===== src/design/sp1_pkg.sv =====
package sp1_pkg;

  // Register map
  localparam logic [7:0] SP1_CTRL_ADDR  = 8'hC0;
  localparam logic [7:0] SP1_BUF_ADDR   = 8'hC1;
  localparam logic [7:0] SP1_CTRL_RESET = 8'h00;
  localparam logic [7:0] SP1_BUF_RESET  = 8'h00;

  // Control register field positions
  localparam int SP1_MODE_HI = 7;
  localparam int SP1_MODE_LO = 6;
  localparam int SP1_MP      = 5;
  localparam int SP1_REN     = 4;
  localparam int SP1_TB8     = 3;
  localparam int SP1_RB8     = 2;
  localparam int SP1_TI      = 1;
  localparam int SP1_RI      = 0;

  // Mode encodings {hi, lo}
  localparam logic [1:0] SP1_MODE_SYNC  = 2'h0;
  localparam logic [1:0] SP1_MODE_ASY8  = 2'h1;
  localparam logic [1:0] SP1_MODE_FIX9  = 2'h2;
  localparam logic [1:0] SP1_MODE_VAR9  = 2'h3;

  // Bit periods in peripheral clocks; the divider ticks at half bit (sync) or 1/16 bit (async)
  localparam int SP1_M0_BIT_PCLK      = 12;
  localparam int SP1_M0_FAST_BIT_PCLK = 4;
  localparam int SP1_M2_BIT_PCLK      = 64;
  localparam int SP1_M2_DBL_BIT_PCLK  = 32;
  localparam int SP1_OVERSAMPLE       = 16;
  localparam logic [5:0] SP1_DIV_M0      = 6'(SP1_M0_BIT_PCLK / 2);
  localparam logic [5:0] SP1_DIV_M0_FAST = 6'(SP1_M0_FAST_BIT_PCLK / 2);
  localparam logic [5:0] SP1_DIV_M2      = 6'(SP1_M2_BIT_PCLK / SP1_OVERSAMPLE);
  localparam logic [5:0] SP1_DIV_M2_DBL  = 6'(SP1_M2_DBL_BIT_PCLK / SP1_OVERSAMPLE);
  localparam logic [5:0] SP1_DIV_T1      = 6'h02;
  localparam logic [5:0] SP1_DIV_T1_DBL  = 6'h01;

  // Phase within one async bit
  localparam logic [3:0] SP1_PH_LAST   = 4'(SP1_OVERSAMPLE - 1);
  localparam logic [3:0] SP1_PH_SAMPLE = 4'(SP1_OVERSAMPLE / 2 - 1);

  // Index of the last data bit
  localparam logic [3:0] SP1_LAST_BIT8 = 4'h7;
  localparam logic [3:0] SP1_LAST_BIT9 = 4'h8;

  typedef enum logic [1:0] {
    SP1_TX_IDLE  = 2'h0,
    SP1_TX_START = 2'h1,
    SP1_TX_DATA  = 2'h3,
    SP1_TX_STOP  = 2'h2
  } sp1_tx_state_t;

  typedef enum logic [1:0] {
    SP1_RX_IDLE  = 2'h0,
    SP1_RX_START = 2'h1,
    SP1_RX_DATA  = 2'h3,
    SP1_RX_STOP  = 2'h2
  } sp1_rx_state_t;

endpackage : sp1_pkg


===== src/design/sp1_serial_port.sv =====
`timescale 1ns/1ps
// Function
// - Async frames: start, 8/9 data, stop
// - Mode bits pick the bit rate
// - Mode 1 multiprocessor: need valid stop
// - Modes 2/3 multiprocessor: ninth zero, no flag
// - Peripheral clock halts during idle
// - Enable bit gates reception; mode 0 starts
// - Ninth transmitted bit from control bit
// - Ninth received bit or stop captured
// - Mode 0 transmit done after eighth bit
// - Async transmit done after last data bit
// - Mode 0 receive done after eighth bit
// - Mode 1 receive done after stop sample
// - Modes 2/3 done after ninth sample
// - Buffer address: write transmit, read receive
// - Control register resets to zero
module sp1_serial_port #(
  parameter int DATA_W = 8
) (
  // Clock and reset
  input  wire logic       clock,
  input  wire logic       rst,
  // Special function register bus
  input  wire logic [7:0] sfr_addr,
  input  wire logic       sfr_wr,
  input  wire logic       sfr_rd,
  input  wire logic [7:0] sfr_wdata,
  output logic      [7:0] sfr_rdata,
  // Timing sources
  input  wire logic       idle_mode,
  input  wire logic       timer1_ovf,
  input  wire logic       rate_double_bit,
  // Serial pins
  input  wire logic       data_pin_in,
  output logic            data_pin_out,
  output logic            data_pin_oe_n,
  output logic            txd_out,
  // Flags toward the core
  output logic            transmit_done_flag,
  output logic            receive_done_flag
);

  if (DATA_W != 8) begin : g_width_check
    $error("sp1_serial_port serves 8-bit data only");
  end

  // Control and buffers
  logic [7:0] ctrl_r;
  logic [7:0] ctrl_nxt;
  logic [7:0] rxbuf_r;
  logic [7:0] rxbuf_nxt;
  logic [7:0] rdata_r;
  logic [7:0] rdata_nxt;
  // Transmitter
  sp1_pkg::sp1_tx_state_t tx_state_r;
  sp1_pkg::sp1_tx_state_t tx_state_nxt;
  logic [8:0] tx_sh_r;
  logic [8:0] tx_sh_nxt;
  logic [3:0] tx_cnt_r;
  logic [3:0] tx_cnt_nxt;
  logic [3:0] tx_ph_r;
  logic [3:0] tx_ph_nxt;
  logic       tx_done_set;
  logic       tx_line;
  // Receiver
  sp1_pkg::sp1_rx_state_t rx_state_r;
  sp1_pkg::sp1_rx_state_t rx_state_nxt;
  logic [8:0] rx_sh_r;
  logic [8:0] rx_sh_nxt;
  logic [3:0] rx_cnt_r;
  logic [3:0] rx_cnt_nxt;
  logic [3:0] rx_ph_r;
  logic [3:0] rx_ph_nxt;
  logic       rx_done_set;
  logic       rx_load_b8;
  logic       rx_b8;
  logic [7:0] rx_byte;
  logic [8:0] rx_shifted;
  // Pin synchroniser and pins
  logic       sync1_r;
  logic       sync2_r;
  logic       sync3_r;
  logic       lvl_r;
  logic       lvl_nxt;
  logic       lvl_d_r;
  logic       pin_out_r;
  logic       pin_out_nxt;
  logic       pin_oe_n_r;
  logic       pin_oe_n_nxt;
  logic       txd_r;
  logic       txd_nxt;
  // Decodes
  logic [1:0] mode;
  logic       mode0;
  logic       mp_sel;
  logic       ren;
  logic [3:0] last_bit;
  logic       tick;
  logic       pclk_en;
  logic       wr_ctrl;
  logic       wr_buf;
  logic       fall;

  assign mode     = {ctrl_r[sp1_pkg::SP1_MODE_HI], ctrl_r[sp1_pkg::SP1_MODE_LO]};
  assign mode0    = (mode == sp1_pkg::SP1_MODE_SYNC);
  assign mp_sel   = ctrl_r[sp1_pkg::SP1_MP];
  assign ren      = ctrl_r[sp1_pkg::SP1_REN];
  assign last_bit = (mode == sp1_pkg::SP1_MODE_ASY8) ? sp1_pkg::SP1_LAST_BIT8 : sp1_pkg::SP1_LAST_BIT9;
  assign wr_ctrl  = sfr_wr && (sfr_addr == sp1_pkg::SP1_CTRL_ADDR);
  assign wr_buf   = sfr_wr && (sfr_addr == sp1_pkg::SP1_BUF_ADDR);
  assign pclk_en  = !idle_mode;
  assign fall     = lvl_d_r && !lvl_r;

  sp1_rate_gen u_rate (
    .clock      (clock),
    .rst        (rst),
    .pclk_en    (pclk_en),
    .timer1_ovf (timer1_ovf),
    .mode       (mode),
    .mp_sel     (mp_sel),
    .dbl        (rate_double_bit),
    .tick       (tick)
  );

  // Control, flags and read data
  always_comb begin
    ctrl_nxt  = ctrl_r;
    rxbuf_nxt = rxbuf_r;
    rdata_nxt = 8'h00;
    if (wr_ctrl) begin
      ctrl_nxt = sfr_wdata;
    end
    // Hardware set wins over a same-cycle software clear
    if (tx_done_set) begin
      ctrl_nxt[sp1_pkg::SP1_TI] = 1'b1;
    end
    if (rx_done_set) begin
      ctrl_nxt[sp1_pkg::SP1_RI] = 1'b1;
      rxbuf_nxt                 = rx_byte;
      if (rx_load_b8) begin
        ctrl_nxt[sp1_pkg::SP1_RB8] = rx_b8;
      end
    end
    if (sfr_rd) begin
      if (sfr_addr == sp1_pkg::SP1_CTRL_ADDR) begin
        rdata_nxt = ctrl_r;
      end else if (sfr_addr == sp1_pkg::SP1_BUF_ADDR) begin
        rdata_nxt = rxbuf_r;
      end
    end
  end

  always_ff @(posedge clock) begin
    if (rst) begin
      ctrl_r  <= sp1_pkg::SP1_CTRL_RESET;
      rxbuf_r <= sp1_pkg::SP1_BUF_RESET;
      rdata_r <= 8'h00;
    end else begin
      ctrl_r  <= ctrl_nxt;
      rxbuf_r <= rxbuf_nxt;
      rdata_r <= rdata_nxt;
    end
  end

  // Transmitter
  always_comb begin
    tx_state_nxt = tx_state_r;
    tx_sh_nxt    = tx_sh_r;
    tx_cnt_nxt   = tx_cnt_r;
    tx_ph_nxt    = tx_ph_r;
    tx_done_set  = 1'b0;
    tx_line      = 1'b1;
    unique case (tx_state_r)
      sp1_pkg::SP1_TX_IDLE: begin
        // Mode 0 shares the data pin, so a write during reception is dropped
        if (wr_buf && !(mode0 && rx_state_r != sp1_pkg::SP1_RX_IDLE)) begin
          tx_sh_nxt    = {ctrl_r[sp1_pkg::SP1_TB8], sfr_wdata};
          tx_cnt_nxt   = 4'h0;
          tx_ph_nxt    = 4'h0;
          tx_state_nxt = sp1_pkg::SP1_TX_START;
        end
      end
      sp1_pkg::SP1_TX_START: begin
        tx_line = 1'b0;
        if (tick) begin
          tx_ph_nxt = tx_ph_r + 4'h1;
          // Mode 0 aligns to a tick so the first clock half is full length
          if (mode0) begin
            tx_ph_nxt    = 4'h0;
            tx_state_nxt = sp1_pkg::SP1_TX_DATA;
          end else if (tx_ph_r == sp1_pkg::SP1_PH_LAST) begin
            tx_state_nxt = sp1_pkg::SP1_TX_DATA;
          end
        end
      end
      sp1_pkg::SP1_TX_DATA: begin
        tx_line = tx_sh_r[0];
        if (tick) begin
          tx_ph_nxt = tx_ph_r + 4'h1;
          if (mode0 ? tx_ph_r[0] : (tx_ph_r == sp1_pkg::SP1_PH_LAST)) begin
            tx_ph_nxt  = 4'h0;
            tx_sh_nxt  = {1'b1, tx_sh_r[8:1]};
            tx_cnt_nxt = tx_cnt_r + 4'h1;
            if (mode0 && tx_cnt_r == sp1_pkg::SP1_LAST_BIT8) begin
              tx_done_set  = 1'b1;
              tx_state_nxt = sp1_pkg::SP1_TX_IDLE;
            end else if (!mode0 && tx_cnt_r == last_bit) begin
              tx_done_set  = 1'b1;
              tx_state_nxt = sp1_pkg::SP1_TX_STOP;
            end
          end
        end
      end
      sp1_pkg::SP1_TX_STOP: begin
        tx_line = 1'b1;
        if (tick) begin
          tx_ph_nxt = tx_ph_r + 4'h1;
          if (tx_ph_r == sp1_pkg::SP1_PH_LAST) begin
            tx_state_nxt = sp1_pkg::SP1_TX_IDLE;
          end
        end
      end
    endcase
  end

  always_ff @(posedge clock) begin
    if (rst) begin
      tx_state_r <= sp1_pkg::SP1_TX_IDLE;
      tx_sh_r    <= 9'h1FF;
      tx_cnt_r   <= 4'h0;
      tx_ph_r    <= 4'h0;
    end else begin
      tx_state_r <= tx_state_nxt;
      tx_sh_r    <= tx_sh_nxt;
      tx_cnt_r   <= tx_cnt_nxt;
      tx_ph_r    <= tx_ph_nxt;
    end
  end

  // Receiver
  always_comb begin
    rx_state_nxt = rx_state_r;
    rx_sh_nxt    = rx_sh_r;
    rx_cnt_nxt   = rx_cnt_r;
    rx_ph_nxt    = rx_ph_r;
    rx_done_set  = 1'b0;
    rx_load_b8   = 1'b0;
    rx_b8        = lvl_r;
    rx_shifted   = {lvl_r, rx_sh_r[8:1]};
    rx_byte      = rx_shifted[8:1];
    unique case (rx_state_r)
      sp1_pkg::SP1_RX_IDLE: begin
        rx_ph_nxt  = 4'h0;
        rx_cnt_nxt = 4'h0;
        if (mode0) begin
          if (ren && !ctrl_r[sp1_pkg::SP1_RI] && tx_state_r == sp1_pkg::SP1_TX_IDLE) begin
            rx_state_nxt = sp1_pkg::SP1_RX_START;
          end
        end else if (ren && fall) begin
          rx_state_nxt = sp1_pkg::SP1_RX_START;
        end
      end
      sp1_pkg::SP1_RX_START: begin
        if (tick) begin
          rx_ph_nxt = rx_ph_r + 4'h1;
          // A start bit high at mid-bit was a glitch
          if (mode0) begin
            rx_ph_nxt    = 4'h0;
            rx_state_nxt = sp1_pkg::SP1_RX_DATA;
          end else if (rx_ph_r == sp1_pkg::SP1_PH_SAMPLE && lvl_r) begin
            rx_state_nxt = sp1_pkg::SP1_RX_IDLE;
          end else if (rx_ph_r == sp1_pkg::SP1_PH_LAST) begin
            rx_state_nxt = sp1_pkg::SP1_RX_DATA;
          end
        end
      end
      sp1_pkg::SP1_RX_DATA: begin
        if (tick) begin
          rx_ph_nxt = rx_ph_r + 4'h1;
          if (mode0) begin
            // Sample at the end of the clock-high half
            if (rx_ph_r[0]) begin
              rx_ph_nxt  = 4'h0;
              rx_sh_nxt  = rx_shifted;
              rx_cnt_nxt = rx_cnt_r + 4'h1;
              if (rx_cnt_r == sp1_pkg::SP1_LAST_BIT8) begin
                rx_done_set  = 1'b1;
                rx_state_nxt = sp1_pkg::SP1_RX_IDLE;
              end
            end
          end else if (rx_ph_r == sp1_pkg::SP1_PH_SAMPLE) begin
            rx_sh_nxt  = rx_shifted;
            rx_cnt_nxt = rx_cnt_r + 4'h1;
            if (rx_cnt_r == sp1_pkg::SP1_LAST_BIT9 && mode != sp1_pkg::SP1_MODE_ASY8) begin
              rx_byte     = rx_shifted[7:0];
              rx_load_b8  = 1'b1;
              rx_done_set = !ctrl_r[sp1_pkg::SP1_RI] && (!mp_sel || lvl_r);
            end
          end else if (rx_ph_r == sp1_pkg::SP1_PH_LAST && rx_cnt_r > last_bit) begin
            rx_state_nxt = sp1_pkg::SP1_RX_STOP;
          end
        end
      end
      sp1_pkg::SP1_RX_STOP: begin
        rx_byte = rx_sh_r[8:1];
        if (tick) begin
          rx_ph_nxt = rx_ph_r + 4'h1;
          if (rx_ph_r == sp1_pkg::SP1_PH_SAMPLE) begin
            rx_state_nxt = sp1_pkg::SP1_RX_IDLE;
            if (mode == sp1_pkg::SP1_MODE_ASY8) begin
              rx_load_b8  = 1'b1;
              rx_done_set = !ctrl_r[sp1_pkg::SP1_RI] && (!mp_sel || lvl_r);
            end
          end
        end
      end
    endcase
    if (!ren) begin
      rx_state_nxt = sp1_pkg::SP1_RX_IDLE;
    end
  end

  always_ff @(posedge clock) begin
    if (rst) begin
      rx_state_r <= sp1_pkg::SP1_RX_IDLE;
      rx_sh_r    <= 9'h000;
      rx_cnt_r   <= 4'h0;
      rx_ph_r    <= 4'h0;
    end else begin
      rx_state_r <= rx_state_nxt;
      rx_sh_r    <= rx_sh_nxt;
      rx_cnt_r   <= rx_cnt_nxt;
      rx_ph_r    <= rx_ph_nxt;
    end
  end

  // Pin input: three stages, level moves once stages two and three agree
  always_comb begin
    lvl_nxt = (sync2_r == sync3_r) ? sync3_r : lvl_r;
  end

  // Pin outputs; mode 0 drives the shift clock on txd
  always_comb begin
    pin_out_nxt  = 1'b1;
    pin_oe_n_nxt = 1'b1;
    txd_nxt      = tx_line;
    if (mode0) begin
      txd_nxt = 1'b1;
      if (tx_state_r == sp1_pkg::SP1_TX_DATA) begin
        pin_out_nxt  = tx_sh_r[0];
        pin_oe_n_nxt = 1'b0;
        txd_nxt      = tx_ph_r[0];
      end else if (rx_state_r == sp1_pkg::SP1_RX_DATA) begin
        txd_nxt = rx_ph_r[0];
      end
    end
  end

  always_ff @(posedge clock) begin
    if (rst) begin
      sync1_r    <= 1'b1;
      sync2_r    <= 1'b1;
      sync3_r    <= 1'b1;
      lvl_r      <= 1'b1;
      lvl_d_r    <= 1'b1;
      pin_out_r  <= 1'b1;
      pin_oe_n_r <= 1'b1;
      txd_r      <= 1'b1;
    end else begin
      sync1_r    <= data_pin_in;
      sync2_r    <= sync1_r;
      sync3_r    <= sync2_r;
      lvl_r      <= lvl_nxt;
      lvl_d_r    <= lvl_r;
      pin_out_r  <= pin_out_nxt;
      pin_oe_n_r <= pin_oe_n_nxt;
      txd_r      <= txd_nxt;
    end
  end

  assign sfr_rdata          = rdata_r;
  assign data_pin_out       = pin_out_r;
  assign data_pin_oe_n      = pin_oe_n_r;
  assign txd_out            = txd_r;
  assign transmit_done_flag = ctrl_r[sp1_pkg::SP1_TI];
  assign receive_done_flag  = ctrl_r[sp1_pkg::SP1_RI];

endmodule : sp1_serial_port


===== src/design/sp1_rate_gen.sv =====
`timescale 1ns/1ps
module sp1_rate_gen (
  // Clock and reset
  input  wire logic       clock,
  input  wire logic       rst,
  // Rate selection
  input  wire logic       pclk_en,
  input  wire logic       timer1_ovf,
  input  wire logic [1:0] mode,
  input  wire logic       mp_sel,
  input  wire logic       dbl,
  // Tick: half bit in sync mode, one sixteenth bit otherwise
  output logic            tick
);

  logic [5:0] cnt_r;
  logic [5:0] cnt_nxt;
  logic       tick_r;
  logic       tick_nxt;
  logic [5:0] div;
  logic       ev;

  always_comb begin
    div = sp1_pkg::SP1_DIV_T1;
    ev  = timer1_ovf;
    unique case (mode)
      sp1_pkg::SP1_MODE_SYNC: begin
        div = mp_sel ? sp1_pkg::SP1_DIV_M0_FAST : sp1_pkg::SP1_DIV_M0;
        ev  = pclk_en;
      end
      sp1_pkg::SP1_MODE_FIX9: begin
        div = dbl ? sp1_pkg::SP1_DIV_M2_DBL : sp1_pkg::SP1_DIV_M2;
        ev  = pclk_en;
      end
      sp1_pkg::SP1_MODE_ASY8, sp1_pkg::SP1_MODE_VAR9: begin
        div = dbl ? sp1_pkg::SP1_DIV_T1_DBL : sp1_pkg::SP1_DIV_T1;
        ev  = timer1_ovf;
      end
    endcase
    cnt_nxt  = cnt_r;
    tick_nxt = 1'b0;
    if (ev) begin
      // Counter may sit past div after a rate change; wrap rather than stall
      if (cnt_r >= div - 6'h01) begin
        cnt_nxt  = 6'h00;
        tick_nxt = 1'b1;
      end else begin
        cnt_nxt = cnt_r + 6'h01;
      end
    end
  end

  always_ff @(posedge clock) begin
    if (rst) begin
      cnt_r  <= 6'h00;
      tick_r <= 1'b0;
    end else begin
      cnt_r  <= cnt_nxt;
      tick_r <= tick_nxt;
    end
  end

  assign tick = tick_r;

endmodule : sp1_rate_gen


===== config.mk =====
export PLATFORM = sky130hd
export DESIGN_NAME = sp1_serial_port
export DESIGN_NICKNAME = d
export VERILOG_FILES = /design/src/design/sp1_pkg.sv /design/src/design/sp1_serial_port.sv /design/src/design/sp1_rate_gen.sv
export SDC_FILE = /design/constraint.sdc
export NUM_CORES = 1
export LEC_CHECK = 0
export BUFFER_PORTS_ARGS = -buffer_cell sky130_fd_sc_hd__buf_2
export CORE_MARGIN = 5
export CORE_UTILIZATION = 45
export DETAILED_ROUTE_END_ITERATION = 10
export HOLD_SLACK_MARGIN = 0.12
export PLACE_DENSITY = 0.64
export SLEW_MARGIN = 10
export SYNTH_ARGS = -nofsm -noshare
export SYNTH_HDL_FRONTEND = slang
export SYNTH_HIERARCHICAL = 1
export SYNTH_SLANG_ARGS = --single-unit

===== constraint.sdc =====
create_clock -name clock -period 5.7 [get_ports clock]
set_clock_uncertainty 0.2 [all_clocks]
set_input_delay 0.855 -clock clock [delete_from_list [all_inputs] [get_ports clock]]
set_output_delay 0.855 -clock clock [all_outputs]
set_load 0.01 [all_outputs]

==> metrics.md <==
| Metric | Value |
|---|---|
| Run status | `finished, final reports clean` |
| Hold path cells | `1` |
| Clk root buf | `clkbuf_8` |
| CTS tree | `built` |
| First-pass GRT wire length | `16000 um` |
| RD Place Congestion | `0.833` |
| Tcrit/Tclk final | `55.0%` |
| Num ports | `37` |
| CTS Hold Bufs | `0` |
| Worst reg2reg path depth | `5` |
| Critical Setup Path Class | `flop to flop` |
| Die Wd | `104 um` |
| Initial antenna violation count | `0` |
| YS warnings | `6` |
| Core ar. | `8680 um2` |
| Antenna diodes | `0` |
| Syn-to-layout area delta | `9.31%` |
| Sw Pwr | `0.225 mW` |
| Maximum clock frequency | `319 MHz` |
| Grt ovf | `0` |
| Clk_lat worst skew | `340 ps` |
| Largest net degree at the start of global routing | `50` |
| Share of cells above drive strength 1 | `14.9%` |
| Leakage power | `1.68 nW` |
| Filler cells | `827` |
| Pint | `0.760 mW` |
| Period minus WS final | `3140 ps` |
| Number of synthesized register bits | `76` |
| Synthesized instance count | `470` |
| CP peak stage delay | `790 ps` |
| Worst-path clk slew | `80 ps` |
| DRT antenna net count | `0` |
| Critical Path RT | `5780 ps` |
| Fin. max-slew vios | `0` |
| CTS Buf Count | `9` |
| Highest-count cells in the layout ignoring fill and taps | `dfxtp_1 (76), a21oi_1 (48), nand2_1 (46)` |
| Setup violations, final | `0` |
| Pre-antenna DRT Iters | `4` |
| Number of port buffers | `36` |
| Post-cts repair resize count | `0` |
| Initial DRC count | `275` |
| Total power divided by cell area | `225 nW/um2` |
| Endpoints failing hold | `0` |
| CP Capture Type | `flop` |
| Sequential power share | `54.2%` |
| Post-synth EDFFs | `0` |
| DRC | `0` |
| Drt wl/cell | `16.1 um` |
| Final WS setup | `2560 ps` |
| Avg Vias per Cell | `5.70` |
| Rows | `34` |
| MaxCap Viol Count | `0` |
| Seq/Total Area, Yosys | `38.0%` |
| Slew headroom | `24.9%` |
| Cell variety after synth | `74` |
| Mapped Area | `4010 um2` |
| CTS sink cnt | `76` |
| CP Cell Sequence | `or2_1, mux2i_1, nor2_1, or3_1, a21oi_1` |
| Final wirelength | `9650 um` |
| DR vias | `3412` |
| Max IR drop VDD | `0.105 mV` |
| Pre-CTS setup slack | `2640 ps` |
| Number of setup buffers added after CTS | `0` |
| Most common cell after layout, fill and taps aside | `dfxtp_1` |
| Mean Syn Cell Area | `8.52 um2` |
| DIE HEIGHT | `104 um` |
| Tot Pwr | `0.985 mW` |
| Post-DP HPWL | `6820 um` |
| Clock Tree Buf Depth | `2` |
| Initial core utilization | `46.2%` |
| CTS HTree Levels | `3` |
| Worst-Margin Slew | `1120 ps` |
| Die ar. | `10900 um2` |
| Asr flop ratio synth | `0%` |
| Critical-path maximum fanout | `19` |
| Slowest stage cell on the critical path | `dfxtp_1` |
| Nets@finish | `528` |
| TNS Setup | `0 ps` |
| RSZ-0062 raised after global routing | `no` |
| Vias in the first global route | `3206` |
| Clock power share | `42.3%` |
| Main flop type after synthesis | `dfxtp_1` |
| Total track usage | `17.7%` |
| Gate power share | `3.5%` |
| CP startpoint kind | `flop` |
| Critical path arrival | `3210 ps` |
| Hold Crit Class | `flop to flop` |
| Switching share of power | `22.9%` |
-- per-layer routing --
layer | GRT usage [%] | part of all wire, %
met5 | 0 | 0
met4 | 5.83 | 1.6
met3 | 3.91 | 4.0
met2 | 29.0 | 48
met1 | 23.0 | 47
-- state kept, by name, indices dropped and copies added, names as in the netlist, 2 cells and up --
name	flops
ctrl_r	8
rx_cnt_r	4
rx_ph_r	4
rx_sh_r	8
rx_state_r	2
rxbuf_r	8
sfr_rdata	8
tx_cnt_r	4
tx_ph_r	4
tx_sh_r	9
tx_state_r	2
u_rate/cnt_r	6
-- critical path: cells and delay by family (launching register included) --
kind	cells	cell delay, ps
AND/OR/NAND/NOR	3	1190
multiplexers	1	750
flip-flops	1	790
AO/OA/AOI/OAI	1	140
-- power by group through the flow --
stage | Clock, mW | Combinational (mW) | Sequential, mW
floorplan | 0 | 0.0197 | 0.546
global placement | 0 | 0.0339 | 0.547
detailed placement | 0 | 0.0346 | 0.547
CTS | 0.433 | 0.0347 | 0.534
global route | 0.450 | 0.0393 | 0.535
finish | 0.416 | 0.0346 | 0.534
-- area by class of cell --
class | instances | area [um2] | area share [%]
repair buffers | 37 | 188 | 4.29
clock inverters | 5 | 60.1 | 1.37
clock buffers | 10 | 138 | 3.14
well taps | 108 | 135 | 3.09
flip-flops and latches | 76 | 1520 | 34.8
inverters | 14 | 52.6 | 1.20
multi-input cells | 349 | 2280 | 52.2
-- kinds of logic after synthesis --
| logic type | after synthesis | synth area share [%] |
|---|---|---|
| AO/OA/AOI/OAI | 136 | 23.2 |
| XOR/XNOR | 8 | 1.75 |
| adder cells (fa/ha/maj) | 17 | 5.31 |
| buffers and inverters | 46 | 5.09 |
| flip-flops | 76 | 38.0 |
| multiplexers | 16 | 4.19 |
| other | 1 | 0.0936 |
| AND/OR/NAND/NOR | 170 | 22.4 |
-- cell usage after synthesis (3+ instances only) --
master,instances,share of area [%]
and3_1,5,0.78
mux2i_1,13,3.2
buf_1,3,0.28
or2_2,6,0.94
a21oi_1,48,6.0
nor2b_1,7,1.1
nor3_1,8,1.0
nand4_1,5,0.78
xnor2_1,4,0.87
clkbuf_1,18,1.7
buf_2,8,1.0
nand2_1,46,4.3
nand2b_1,6,0.94
a22oi_1,9,1.7
nor2_1,33,3.1
xor2_1,4,0.87
ha_1,17,5.3
a211o_1,9,2.0
dfxtp_1,76,38
o31ai_1,3,0.56
o22ai_1,3,0.47
nand3_1,25,3.1
nor3b_1,3,0.56
inv_1,13,1.2
a31oi_1,3,0.47
o21ai_0,20,2.5
or3_1,5,0.78
a211oi_1,4,0.75
a311oi_1,7,1.5
-- metrics by stage --
| stage | area [um2] | cells | util (%) | hold WS (ps) |
|---|---|---|---|---|
| floorplan | 4010 | 471 | - | 189 |
| global route | 4380 | 599 | 50.4 | 233 |
| detailed placement | 4180 | 584 | 48.2 | 199 |
| global placement | 4180 | 584 | 48.2 | 192 |
| finish | 4380 | 599 | 50.4 | 214 |
| CTS | 4380 | 599 | 50.4 | 220 |
-- final timing paths --
check / endpoint / from / slack, ps
hold / removal: sync2_r$_SDFF_PP1_ / sync1_r$_SDFF_PP1_ / 210
setup / recovery: rx_cnt_r[1]$_SDFFE_PP0P_ / ctrl_r[7]$_SDFFE_PP0P_ / 2560
hold reg to reg: sync2_r$_SDFF_PP1_ / sync1_r$_SDFF_PP1_ / 210
setup reg to reg: rx_cnt_r[1]$_SDFFE_PP0P_ / ctrl_r[7]$_SDFFE_PP0P_ / 2560
Note: power is estimated with default switching activity, not from simulation.
